File: config.mk
export PLATFORM = sky130hd
export DESIGN_NAME = adcstc_top
export DESIGN_NICKNAME = d
export VERILOG_FILES = /design/src/hw/adcstc_pkg.sv /design/src/hw/adcstc_trig.sv /design/src/hw/adcstc_top.sv
export SDC_FILE = /design/constraint.sdc
export NUM_CORES = 1
export LEC_CHECK = 0
export ABC_AREA = 0
export BUFFER_PORTS_ARGS = -buffer_cell sky130_fd_sc_hd__buf_2
export CAP_MARGIN = 15
export CORE_ASPECT_RATIO = 1.4
export CORE_UTILIZATION = 45
export DETAILED_ROUTE_END_ITERATION = 7
export PLACE_DENSITY = 0.74
export SETUP_SLACK_MARGIN = 0.15
export SLEW_MARGIN = 0
export SYNTH_ARGS = -nofsm -noshare
export SYNTH_HDL_FRONTEND = slang
export SYNTH_SLANG_ARGS = --single-unit
export TNS_END_PERCENT = 30
File: constraint.sdc
create_clock -name sys_clk -period 2.7 [get_ports sys_clk]
set_clock_uncertainty 0.2 [all_clocks]
set_input_delay 0.54 -clock sys_clk [delete_from_list [all_inputs] [get_ports sys_clk]]
set_output_delay 0.54 -clock sys_clk [all_outputs]
set_load 0.01 [all_outputs]
File: src/hw/adcstc_pkg.sv
// Package: register map, field layout and timing constants for the block
package adcstc_pkg;
    // Register byte offsets
    localparam logic [7:0] CTRL0_OFF     = 8'h00;
    localparam logic [7:0] CTRL1_OFF     = 8'h04;
    localparam logic [7:0] TRIG_OFF      = 8'h08;
    localparam logic [7:0] RESH_OFF      = 8'h0c;
    localparam logic [7:0] RESL_OFF      = 8'h10;
    localparam logic [7:0] IRQ_STAT_OFF  = 8'h14;
    localparam logic [7:0] IRQ_MASK_OFF  = 8'h18;
    localparam logic [7:0] PWR_OFF       = 8'h1c;
    // Control register 0 fields
    localparam int CTRL0_ON_BIT = 0;
    localparam int CTRL0_GO_BIT = 1;
    localparam int CTRL0_CH_LSB = 2;
    localparam logic [7:0] CTRL0_RESET = 8'h00;
    // Control register 1 fields
    localparam int CTRL1_FMT_BIT = 7;
    localparam int CTRL1_CS_LSB  = 4;
    localparam logic [7:0] CTRL1_MASK = 8'hf7;
    localparam logic [4:0] TRIG_MASK  = 5'h1f;
    // Dedicated RC clock codes
    localparam logic [1:0] CS_RC_LOW = 2'h3;
    // Channel codes
    localparam logic [5:0] CH_GND  = 6'h3c;
    localparam logic [5:0] CH_TEMP = 6'h3d;
    localparam logic [5:0] CH_DAC  = 6'h3e;
    localparam logic [5:0] CH_FVR  = 6'h3f;
    // Trigger codes at the edges of the table
    localparam logic [4:0] TRIG_NONE = 5'h00;
    localparam logic [4:0] TRIG_MAX  = 5'h11;
    // Interrupt status bit
    localparam int IRQ_DONE_BIT = 0;
    // AXI responses
    localparam logic [1:0] RESP_OKAY   = 2'h0;
    localparam logic [1:0] RESP_SLVERR = 2'h2;
    // Timing: one instruction cycle, and conversion length
    localparam int SYS_CLK_MHZ    = 100;
    localparam int INSTR_NS       = 40;
    localparam int INSTR_CYC      = (INSTR_NS * SYS_CLK_MHZ + 999) / 1000;
    localparam int CONV_TAD       = 12;
    localparam int TAD_CYC_DEF    = 4;

    typedef enum logic [1:0] {
        ADCSTC_IDLE  = 2'b00,
        ADCSTC_DELAY = 2'b01,
        ADCSTC_CONV  = 2'b11
    } adcstc_state_t;
endpackage

File: src/hw/adcstc_trig.sv
// Auto-trigger selector with synchroniser and rising-edge detector
`timescale 1ns/1ns
module adcstc_trig
    import adcstc_pkg::*;
(
    // Clock and reset
    input  wire logic        sys_clk,
    input  wire logic        reset_n,
    input  wire logic        clk_en,
    // Selection and sources
    input  wire logic [4:0]  trig_sel,
    input  wire logic [17:0] trig_src,
    // Single-cycle edge
    output logic             trig_pulse
);
    typedef struct packed {
        logic s1;
        logic s2;
        logic s3;
    } adcstc_trig_st_t;

    adcstc_trig_st_t st_q;
    adcstc_trig_st_t st_d;
    logic            sel_bit;

    always_comb begin
        // Code zero and codes above the table select nothing
        if (trig_sel == TRIG_NONE || trig_sel > TRIG_MAX) begin // RULE8
            sel_bit = 1'b0;
        end else begin
            sel_bit = trig_src[trig_sel]; // RULE7
        end
        st_d    = st_q;
        st_d.s1 = sel_bit;
        st_d.s2 = st_q.s1; // RULE19
        st_d.s3 = st_q.s2;
        trig_pulse = st_q.s2 && !st_q.s3; // RULE19
    end

    always_ff @(posedge sys_clk) begin
        if (!reset_n) begin
            st_q <= '0;
        end else if (clk_en) begin
            st_q <= st_d;
        end
    end
endmodule

File: src/hw/adcstc_top.sv
// Converter control: register file, sleep handling and conversion sequencer
// Contract
// (RULE1) Sleep conversion only with dedicated RC clock
// (RULE2) RC clock delays start one instruction
// (RULE3) Sleep, irq enabled: wake on completion
// (RULE4) Sleep, irq disabled: power down, on-bit stays
// (RULE5) Other clock: sleep aborts, powers down
// (RULE6) Trigger rising edge sets go flag
// (RULE7) Seventeen timer, comparator, cell, capture sources
// (RULE8) Five-bit trigger code, zero means none
// (RULE9) Software waits acquisition after channel change
// (RULE10) Hold capacitor never discharged after conversion
// (RULE11) Channel codes for ground, temp, DAC, reference
// (RULE12) Port A, B, C channel codes; others none
// (RULE13) Go flag starts, reads busy, self-clears
// (RULE14) On-bit enables converter; zero draws nothing
// (RULE15) Software configures, waits, starts, polls, reads
// (RULE16) Software clears done flag after reading
// (RULE17) Completion clears go, sets done, loads result
// (RULE18) Clock codes 011 and 111 are RC
// (RULE19) Trigger synchronised, single edge per rise
`timescale 1ns/1ns
module adcstc_top
    import adcstc_pkg::*;
#(
    parameter int TAD_CYC = TAD_CYC_DEF
) (
    // Clock, reset, enable
    input  wire logic        sys_clk,
    input  wire logic        reset_n,
    input  wire logic        clk_en,
    // AXI4-Lite write
    input  wire logic [7:0]  s_axi_awaddr,
    input  wire logic        s_axi_awvalid,
    output logic             s_axi_awready,
    input  wire logic [31:0] s_axi_wdata,
    input  wire logic [3:0]  s_axi_wstrb,
    input  wire logic        s_axi_wvalid,
    output logic             s_axi_wready,
    output logic [1:0]       s_axi_bresp,
    output logic             s_axi_bvalid,
    input  wire logic        s_axi_bready,
    // AXI4-Lite read
    input  wire logic [7:0]  s_axi_araddr,
    input  wire logic        s_axi_arvalid,
    output logic             s_axi_arready,
    output logic [31:0]      s_axi_rdata,
    output logic [1:0]       s_axi_rresp,
    output logic             s_axi_rvalid,
    input  wire logic        s_axi_rready,
    // System
    input  wire logic        sleep_req,
    input  wire logic [17:0] trig_src,
    output logic             wake_req,
    output logic             irq,
    // Analogue front end
    output logic             conv_power,
    output logic             conv_sample,
    output logic [5:0]       conv_channel,
    output logic             conv_start,
    input  wire logic [9:0]  conv_result
);
    typedef struct packed {
        logic          on_bit;
        logic          go;
        logic [5:0]    chan;
        logic [7:0]    ctrl1;
        logic [4:0]    trig;
        logic [9:0]    result;
        logic          stat;
        logic          mask;
        logic          pdown;
        adcstc_state_t state;
        logic [15:0]   cnt;
        logic          aw_got;
        logic [7:0]    aw_addr;
        logic          w_got;
        logic [31:0]   w_data;
        logic [3:0]    w_strb;
        logic          bvalid;
        logic [1:0]    bresp;
        logic          rvalid;
        logic [31:0]   rdata;
        logic [1:0]    rresp;
        logic          wake;
        logic          irq;
        logic          start;
        logic          pwr;
        logic          samp;
    } adcstc_st_t;

    adcstc_st_t st_q;
    adcstc_st_t st_d;
    logic       trig_pulse;

    function automatic logic is_rc(input logic [7:0] c1);
        return c1[CTRL1_CS_LSB +: 2] == CS_RC_LOW; // RULE18
    endfunction

    function automatic logic [31:0] read_reg(input adcstc_st_t s,
                                             input logic [7:0] a);
        logic [31:0] v;
        v = 32'h0000_0000;
        case (a)
            CTRL0_OFF:    v[7:0] = {s.chan, s.go, s.on_bit};
            CTRL1_OFF:    v[7:0] = s.ctrl1;
            TRIG_OFF:     v[4:0] = s.trig;
            RESH_OFF:     v[7:0] = s.ctrl1[CTRL1_FMT_BIT] ?
                                   {6'h00, s.result[9:8]} : s.result[9:2];
            RESL_OFF:     v[7:0] = s.ctrl1[CTRL1_FMT_BIT] ?
                                   s.result[7:0] : {s.result[1:0], 6'h00};
            IRQ_STAT_OFF: v[IRQ_DONE_BIT] = s.stat;
            IRQ_MASK_OFF: v[IRQ_DONE_BIT] = s.mask;
            PWR_OFF:      v[0] = s.pdown;
            default:      v = 32'h0000_0000;
        endcase
        return v;
    endfunction

    // Aligned word addresses up to the last register
    function automatic logic known(input logic [7:0] a);
        return a[1:0] == 2'h0 && a <= PWR_OFF;
    endfunction

    adcstc_trig u_trig (
        .sys_clk    (sys_clk),
        .reset_n    (reset_n),
        .clk_en     (clk_en),
        .trig_sel   (st_q.trig),
        .trig_src   (trig_src),
        .trig_pulse (trig_pulse)
    );

    always_comb begin
        logic       do_wr;
        logic       go_wr;
        logic       go_clr_wr;
        logic       done_ev;
        logic [7:0] wb;
        logic [31:0] cnt_max;
        st_d      = st_q;
        do_wr     = 1'b0;
        go_wr     = 1'b0;
        go_clr_wr = 1'b0;
        done_ev   = 1'b0;
        wb        = st_q.w_data[7:0];
        cnt_max   = 32'd0;
        st_d.start = 1'b0;
        st_d.wake  = 1'b0;

        // Write channel capture, in either order
        if (s_axi_awvalid && !st_q.aw_got) begin
            st_d.aw_got  = 1'b1;
            st_d.aw_addr = s_axi_awaddr;
        end
        if (s_axi_wvalid && !st_q.w_got) begin
            st_d.w_got  = 1'b1;
            st_d.w_data = s_axi_wdata;
            st_d.w_strb = s_axi_wstrb;
        end
        if (st_q.aw_got && st_q.w_got && !st_q.bvalid) begin
            do_wr        = st_q.w_strb[0] && known(st_q.aw_addr);
            st_d.aw_got  = 1'b0;
            st_d.w_got   = 1'b0;
            st_d.bvalid  = 1'b1;
            st_d.bresp   = known(st_q.aw_addr) ? RESP_OKAY : RESP_SLVERR;
        end
        if (st_q.bvalid && s_axi_bready) begin
            st_d.bvalid = 1'b0;
        end

        if (do_wr) begin
            case (st_q.aw_addr)
                CTRL0_OFF: begin
                    st_d.on_bit = wb[CTRL0_ON_BIT]; // RULE14
                    st_d.chan   = wb[7:CTRL0_CH_LSB]; // RULE11 RULE12
                    go_wr       = wb[CTRL0_GO_BIT]; // RULE13
                    go_clr_wr   = !wb[CTRL0_GO_BIT];
                end
                CTRL1_OFF:    st_d.ctrl1 = wb & CTRL1_MASK;
                TRIG_OFF:     st_d.trig = wb[4:0] & TRIG_MASK; // RULE8
                IRQ_MASK_OFF: st_d.mask = wb[IRQ_DONE_BIT];
                default:      st_d.trig = st_d.trig;
            endcase
        end

        // Read channel
        if (s_axi_arvalid && !st_q.rvalid) begin
            st_d.rvalid = 1'b1;
            st_d.rdata  = read_reg(st_q, s_axi_araddr);
            st_d.rresp  = known(s_axi_araddr) ? RESP_OKAY : RESP_SLVERR;
        end else if (st_q.rvalid && s_axi_rready) begin
            st_d.rvalid = 1'b0;
        end

        // Conversion sequencer
        cnt_max = CONV_TAD * TAD_CYC;
        case (st_q.state)
            ADCSTC_IDLE: begin
                // Go while off is ignored; so is an edge mid-conversion
                if (st_q.on_bit && (go_wr || trig_pulse)) begin // RULE6
                    st_d.go    = 1'b1; // RULE13
                    st_d.pdown = 1'b0;
                    st_d.cnt   = 16'd0;
                    if (is_rc(st_q.ctrl1)) begin
                        st_d.state = ADCSTC_DELAY; // RULE2
                    end else begin
                        st_d.state = ADCSTC_CONV;
                        st_d.start = 1'b1;
                    end
                end
            end
            ADCSTC_DELAY: begin
                // Extra instruction lets a sleep instruction run first
                if (st_q.cnt == 16'(INSTR_CYC - 1)) begin // RULE2
                    st_d.state = ADCSTC_CONV;
                    st_d.cnt   = 16'd0;
                    st_d.start = 1'b1;
                end else begin
                    st_d.cnt = st_q.cnt + 16'd1;
                end
            end
            ADCSTC_CONV: begin
                if (st_q.cnt == 16'(cnt_max - 1)) begin
                    done_ev    = 1'b1;
                    st_d.state = ADCSTC_IDLE;
                    st_d.go    = 1'b0; // RULE17
                    st_d.result = conv_result; // RULE17
                end else begin
                    st_d.cnt = st_q.cnt + 16'd1;
                end
            end
            default: st_d.state = ADCSTC_IDLE;
        endcase

        // Software abort keeps the partial result
        if (go_clr_wr && st_q.state != ADCSTC_IDLE && !done_ev) begin
            st_d.state  = ADCSTC_IDLE;
            st_d.go     = 1'b0;
            st_d.result = conv_result;
        end

        // Sleep handling
        // Only the RC clock keeps running in Sleep
        if (sleep_req && !is_rc(st_q.ctrl1) && st_q.on_bit) begin
            st_d.pdown = 1'b1; // RULE5 RULE1
            st_d.state = ADCSTC_IDLE;
            st_d.go    = 1'b0;
        end
        if (done_ev && sleep_req) begin
            if (st_q.mask) begin
                st_d.wake = 1'b1; // RULE3
            end else begin
                st_d.pdown = 1'b1; // RULE4
            end
        end
        // Power-down ends once awake with the sequencer idle
        if (!sleep_req && st_q.pdown && st_q.state == ADCSTC_IDLE) begin
            st_d.pdown = 1'b0;
        end
        if (!st_q.on_bit) begin
            st_d.state = ADCSTC_IDLE;
            st_d.go    = 1'b0;
        end

        // Sticky done flag: set wins over write-one clear
        if (do_wr && st_q.aw_addr == IRQ_STAT_OFF && wb[IRQ_DONE_BIT]) begin
            st_d.stat = 1'b0;
        end
        if (done_ev) begin
            st_d.stat = 1'b1; // RULE17
        end
        st_d.irq = st_d.stat && st_d.mask;
        // Registered so the converter controls come straight from flops
        st_d.pwr  = st_d.on_bit && !st_d.pdown; // RULE14 RULE4
        st_d.samp = st_d.on_bit && st_d.state != ADCSTC_CONV; // RULE10
    end

    always_ff @(posedge sys_clk) begin
        if (!reset_n) begin
            st_q <= '0;
        end else if (clk_en) begin
            st_q <= st_d;
        end
    end

    // Sample switch stays closed while on and outside conversion; no discharge path
    assign conv_sample   = st_q.samp; // RULE10
    assign conv_power    = st_q.pwr; // RULE14 RULE4
    assign conv_channel  = st_q.chan;
    assign conv_start    = st_q.start;
    assign wake_req      = st_q.wake;
    assign irq           = st_q.irq;
    assign s_axi_awready = !st_q.aw_got;
    assign s_axi_wready  = !st_q.w_got;
    assign s_axi_bvalid  = st_q.bvalid;
    assign s_axi_bresp   = st_q.bresp;
    assign s_axi_arready = !st_q.rvalid;
    assign s_axi_rvalid  = st_q.rvalid;
    assign s_axi_rdata   = st_q.rdata;
    assign s_axi_rresp   = st_q.rresp;
endmodule

==> summary.md <==
| Metric | Value |
|---|---|
| Worst Path Arrival | `roughly 2600 ps` |
| CTS clk-pin slew, worst paths | `60 ps` |
| Pins over their slew limit | `0` |
| Max-Cap Viols | `0` |
| Worst Path Required | `between 2000 and 3000 ps` |
| Tot Pwr | `3.046 mW` |
| Startpoint type of the worst setup path | `register` |
| Root Driver | `clkbuf_16` |
| Final Core Density | `54.61%` |
| Post-Synth Adder-Cell Area | `0.2600%` |
| Gr usage total | `about 23%` |
| Post-synthesis cell type count | `68` |
| LEAKAGE | `2.234 nW` |
| Max VDD drop | `0.0003486 V` |
| Hpwl dp | `9119 um` |
| Initial DRC Count | `238` |
| PwrDens | `536.1 nW/um2` |
| Fmax | `401.7 MHz` |
| Worst-Margin Slew | `629.2 ps` |
| IO Port Bufs | `86` |
| Worst hold margin | `223.2 ps` |
| Multiplexer area fraction after synthesis | `9.672%` |
| 1st-pass router iterations | `5` |
| CTS tree | `yes` |
| Grt total ovfl | `0` |
| Die width | `89.40 um` |
| Worst Path Class, Setup | `register to register` |
| Cell Area, Placed | `about 5200 um2` |
| CORE AREA | `10410 um2` |
| Setup ws final | `210.3 ps` |
| Clock sink count | `90` |
| Drt drc | `0` |
| Post-synth ARST share | `0%` |
| IO Pins | `approximately 140` |
| GPL Wtd Cong | `roughly 0.90` |
| First-pass GRT wire length | `20020 um` |
| P&R area growth vs syn | `18.07%` |
| Total number of vias | `4534` |
| Placement Rows | `44` |
| Total Negative Setup Slacks | `0 ps` |
| Starting density of the core | `46.25%` |
| Gate Count Post-Synth | `approximately 560` |
| Max H-tree Level | `3` |
| Drt wl/cell | `16.15 um` |
| Antenna violation net count after detailed routing | `0` |
| DIE AREA | `11120 um2` |
| Period minus WS final | `2490 ps` |
| Num CTS Buffers | `9` |
| N_diodes | `0` |
| Die Y | `124.4 um` |
| Clock Latency Late Sink | `350 ps` |
| Final Instance Count excl. Fillers | `776` |
| Largest net degree at the start of global routing | `38` |
| Sequential share of the synthesized area | `a little under two fifths` |
| Final setup viols | `0` |
| Mapped Area | `4812 um2` |
| Post-synth EDFFs | `0` |
| Xor/xnor share of the synthesized area | `0%` |
| Layout cells sized above 1 | `26.33%` |
| Number of fill cells | `937` |
| Area of the multi-input gates | `2675 um2` |
| Status | `finished, final reports clean` |
| CP Max Fanout | `6` |
| Worst Setup End Kind | `register` |
| Vias per cell | `5.843` |
| Placed instance count | `756` |
| Simple-Gate Fraction of Synth Area | `between 20% and 30%` |
| Main combinational cell family by area after synthesis | `simple AND/OR/NAND/NOR gates` |
| Hold_buf cts | `0` |
| Final wirelength | `around 13000 um` |
| CTS max path bufs | `2` |
| Final Cell Area | `~5700 um2` |
| Main synth FF type | `dfxtp_1` |
| Place WS | `54.99 ps` |
| Final Cycle Share | `approximately 90%` |
| Initial antenna violation count | `0` |
| Nets | `723` |
| Unrepaired setup endpoints after global routing | `yes` |
| Yosys reg bits | `90` |
| Mean Syn Cell Area | `8.562 um2` |
| Reg area | `between 1500 and 2000 um2` |
| Vias in the first global route | `4244` |
| Final Hold Viols | `0` |
| Min-delay worst type | `primary input to register` |
| Warnings, synthesis | `0` |
| Compound-Gate Fraction of Synth Area | `20.70%` |
| Rel. slew slack | `a little under three fifths` |
## power breakdown
group / switching [mW] / internal, mW / total [mW]
Combinational: 0.146 / 0.0992 / 0.245
Clock: 0.516 / 0.909 / 1.42
Sequential: 0.0222 / 1.35 / 1.38
Total: 0.684 / 2.36 / 3.05
## state kept, by name (all words and copies together), names as in the netlist
register,count
s_axi_bvalid,1
conv_start,1
s_axi_bresp,1
s_axi_rdata,8
st_q,64
wake_req,1
conv_sample,1
conv_power,1
u_trig.st_d,2
u_trig.st_q,1
s_axi_rresp,1
s_axi_rvalid,1
irq,1
conv_channel,6
## synthesized netlist by cell type (all sizes together) (3+ instances only)
master   n  share of area [%]
or4b     3               0.70
mux2     6                1.4
mux2i   33                6.9
clkbuf  28                2.2
a22o     4               0.73
mux4     3                1.4
nand2b   4               0.52
nand3b   4               0.62
nor4     6                1.0
dfxtp   90                 37
o41ai    3               0.94
a21boi   3               0.47
o31ai   11                2.0
inv      8               0.62
nor2    41                3.5
or3b     3               0.55
nor3     4               0.52
a221oi   6                1.1
o21ai   46                4.8
and2     3               0.39
nand4   10                1.3
buf     50                7.6
or3      8                1.0
or4     16                2.7
a31o     3               0.55
nand2   38                3.0
nand3   32                3.3
a21oi   59                6.1
## area by class of cell
cell class,count,share of cell area [%]
Clock buffer,12,4.162
Tap cell,138,3.039
Inverter,9,0.5946
Multi-Input combinational cell,411,47.08
Sequential cell,90,31.80
Timing Repair Buffer,112,11.58
Clock inverter,4,1.740
## layout by cell type (no fill, tap or decap), types with 12 or more instances in the layout
cell type	n
dfxtp_1	88
buf_2	86
a21oi_1	56
nor2_1	40
o21ai_0	38
nand2_1	38
mux2i_1	33
nand3_1	31
conb_1	26
buf_4	22
or4_1	12
## critical path: stages (launching register included)
cell     delay, ps
dfxtp_4        370
ha_4           130
or4b_4         510
or4_4          610
o32ai_4        170
buf_6          170
nand3_1        120
a21oi_2        140
## what timing repair did
item / CTS / global route
setup buffers: 0 / 2
cloned: 2 / 0
endpoints found under the setup margin: 23 / 32
pin swaps: 1 / 6
resized for setup: 8 / 23
## logic make-up after synthesis
group	after synthesis
AOI/OAI and AO/OA	156
adders and majority gates	1
buffers and inverters	87
DFF	90
muxes	42
other	1
and+or+nand+nor	185
## per-layer routing
layer | vias up | part of all wire (%) | GRT usage [%] | wire [um]
li1 | 2164 | - | - | -
met1 | 2149 | 39 | 26.23 | 4867
met2 | 180 | 51 | 39.83 | 6426
met3 | 41 | 5.9 | 4.175 | 745
met4 | 0 | 3.9 | 12.42 | 493
met5 | - | 0 | 0 | 0
## final timing paths
| kind | slack [ps] | startpoint | to | depth (start not counted) |
|---|---|---|---|---|
| worst max-delay path | 210 | st_q[89] | st_q[116] | 7 |
| worst min register to register | 270 | st_q[52] | st_q[130] | 2 |
| worst min-delay path | 220 | s_axi_wdata[3] | st_q[50] | 3 |
| worst max register to register | 210 | st_q[89] | st_q[116] | 7 |
Power figures use the tool's default switching activity.
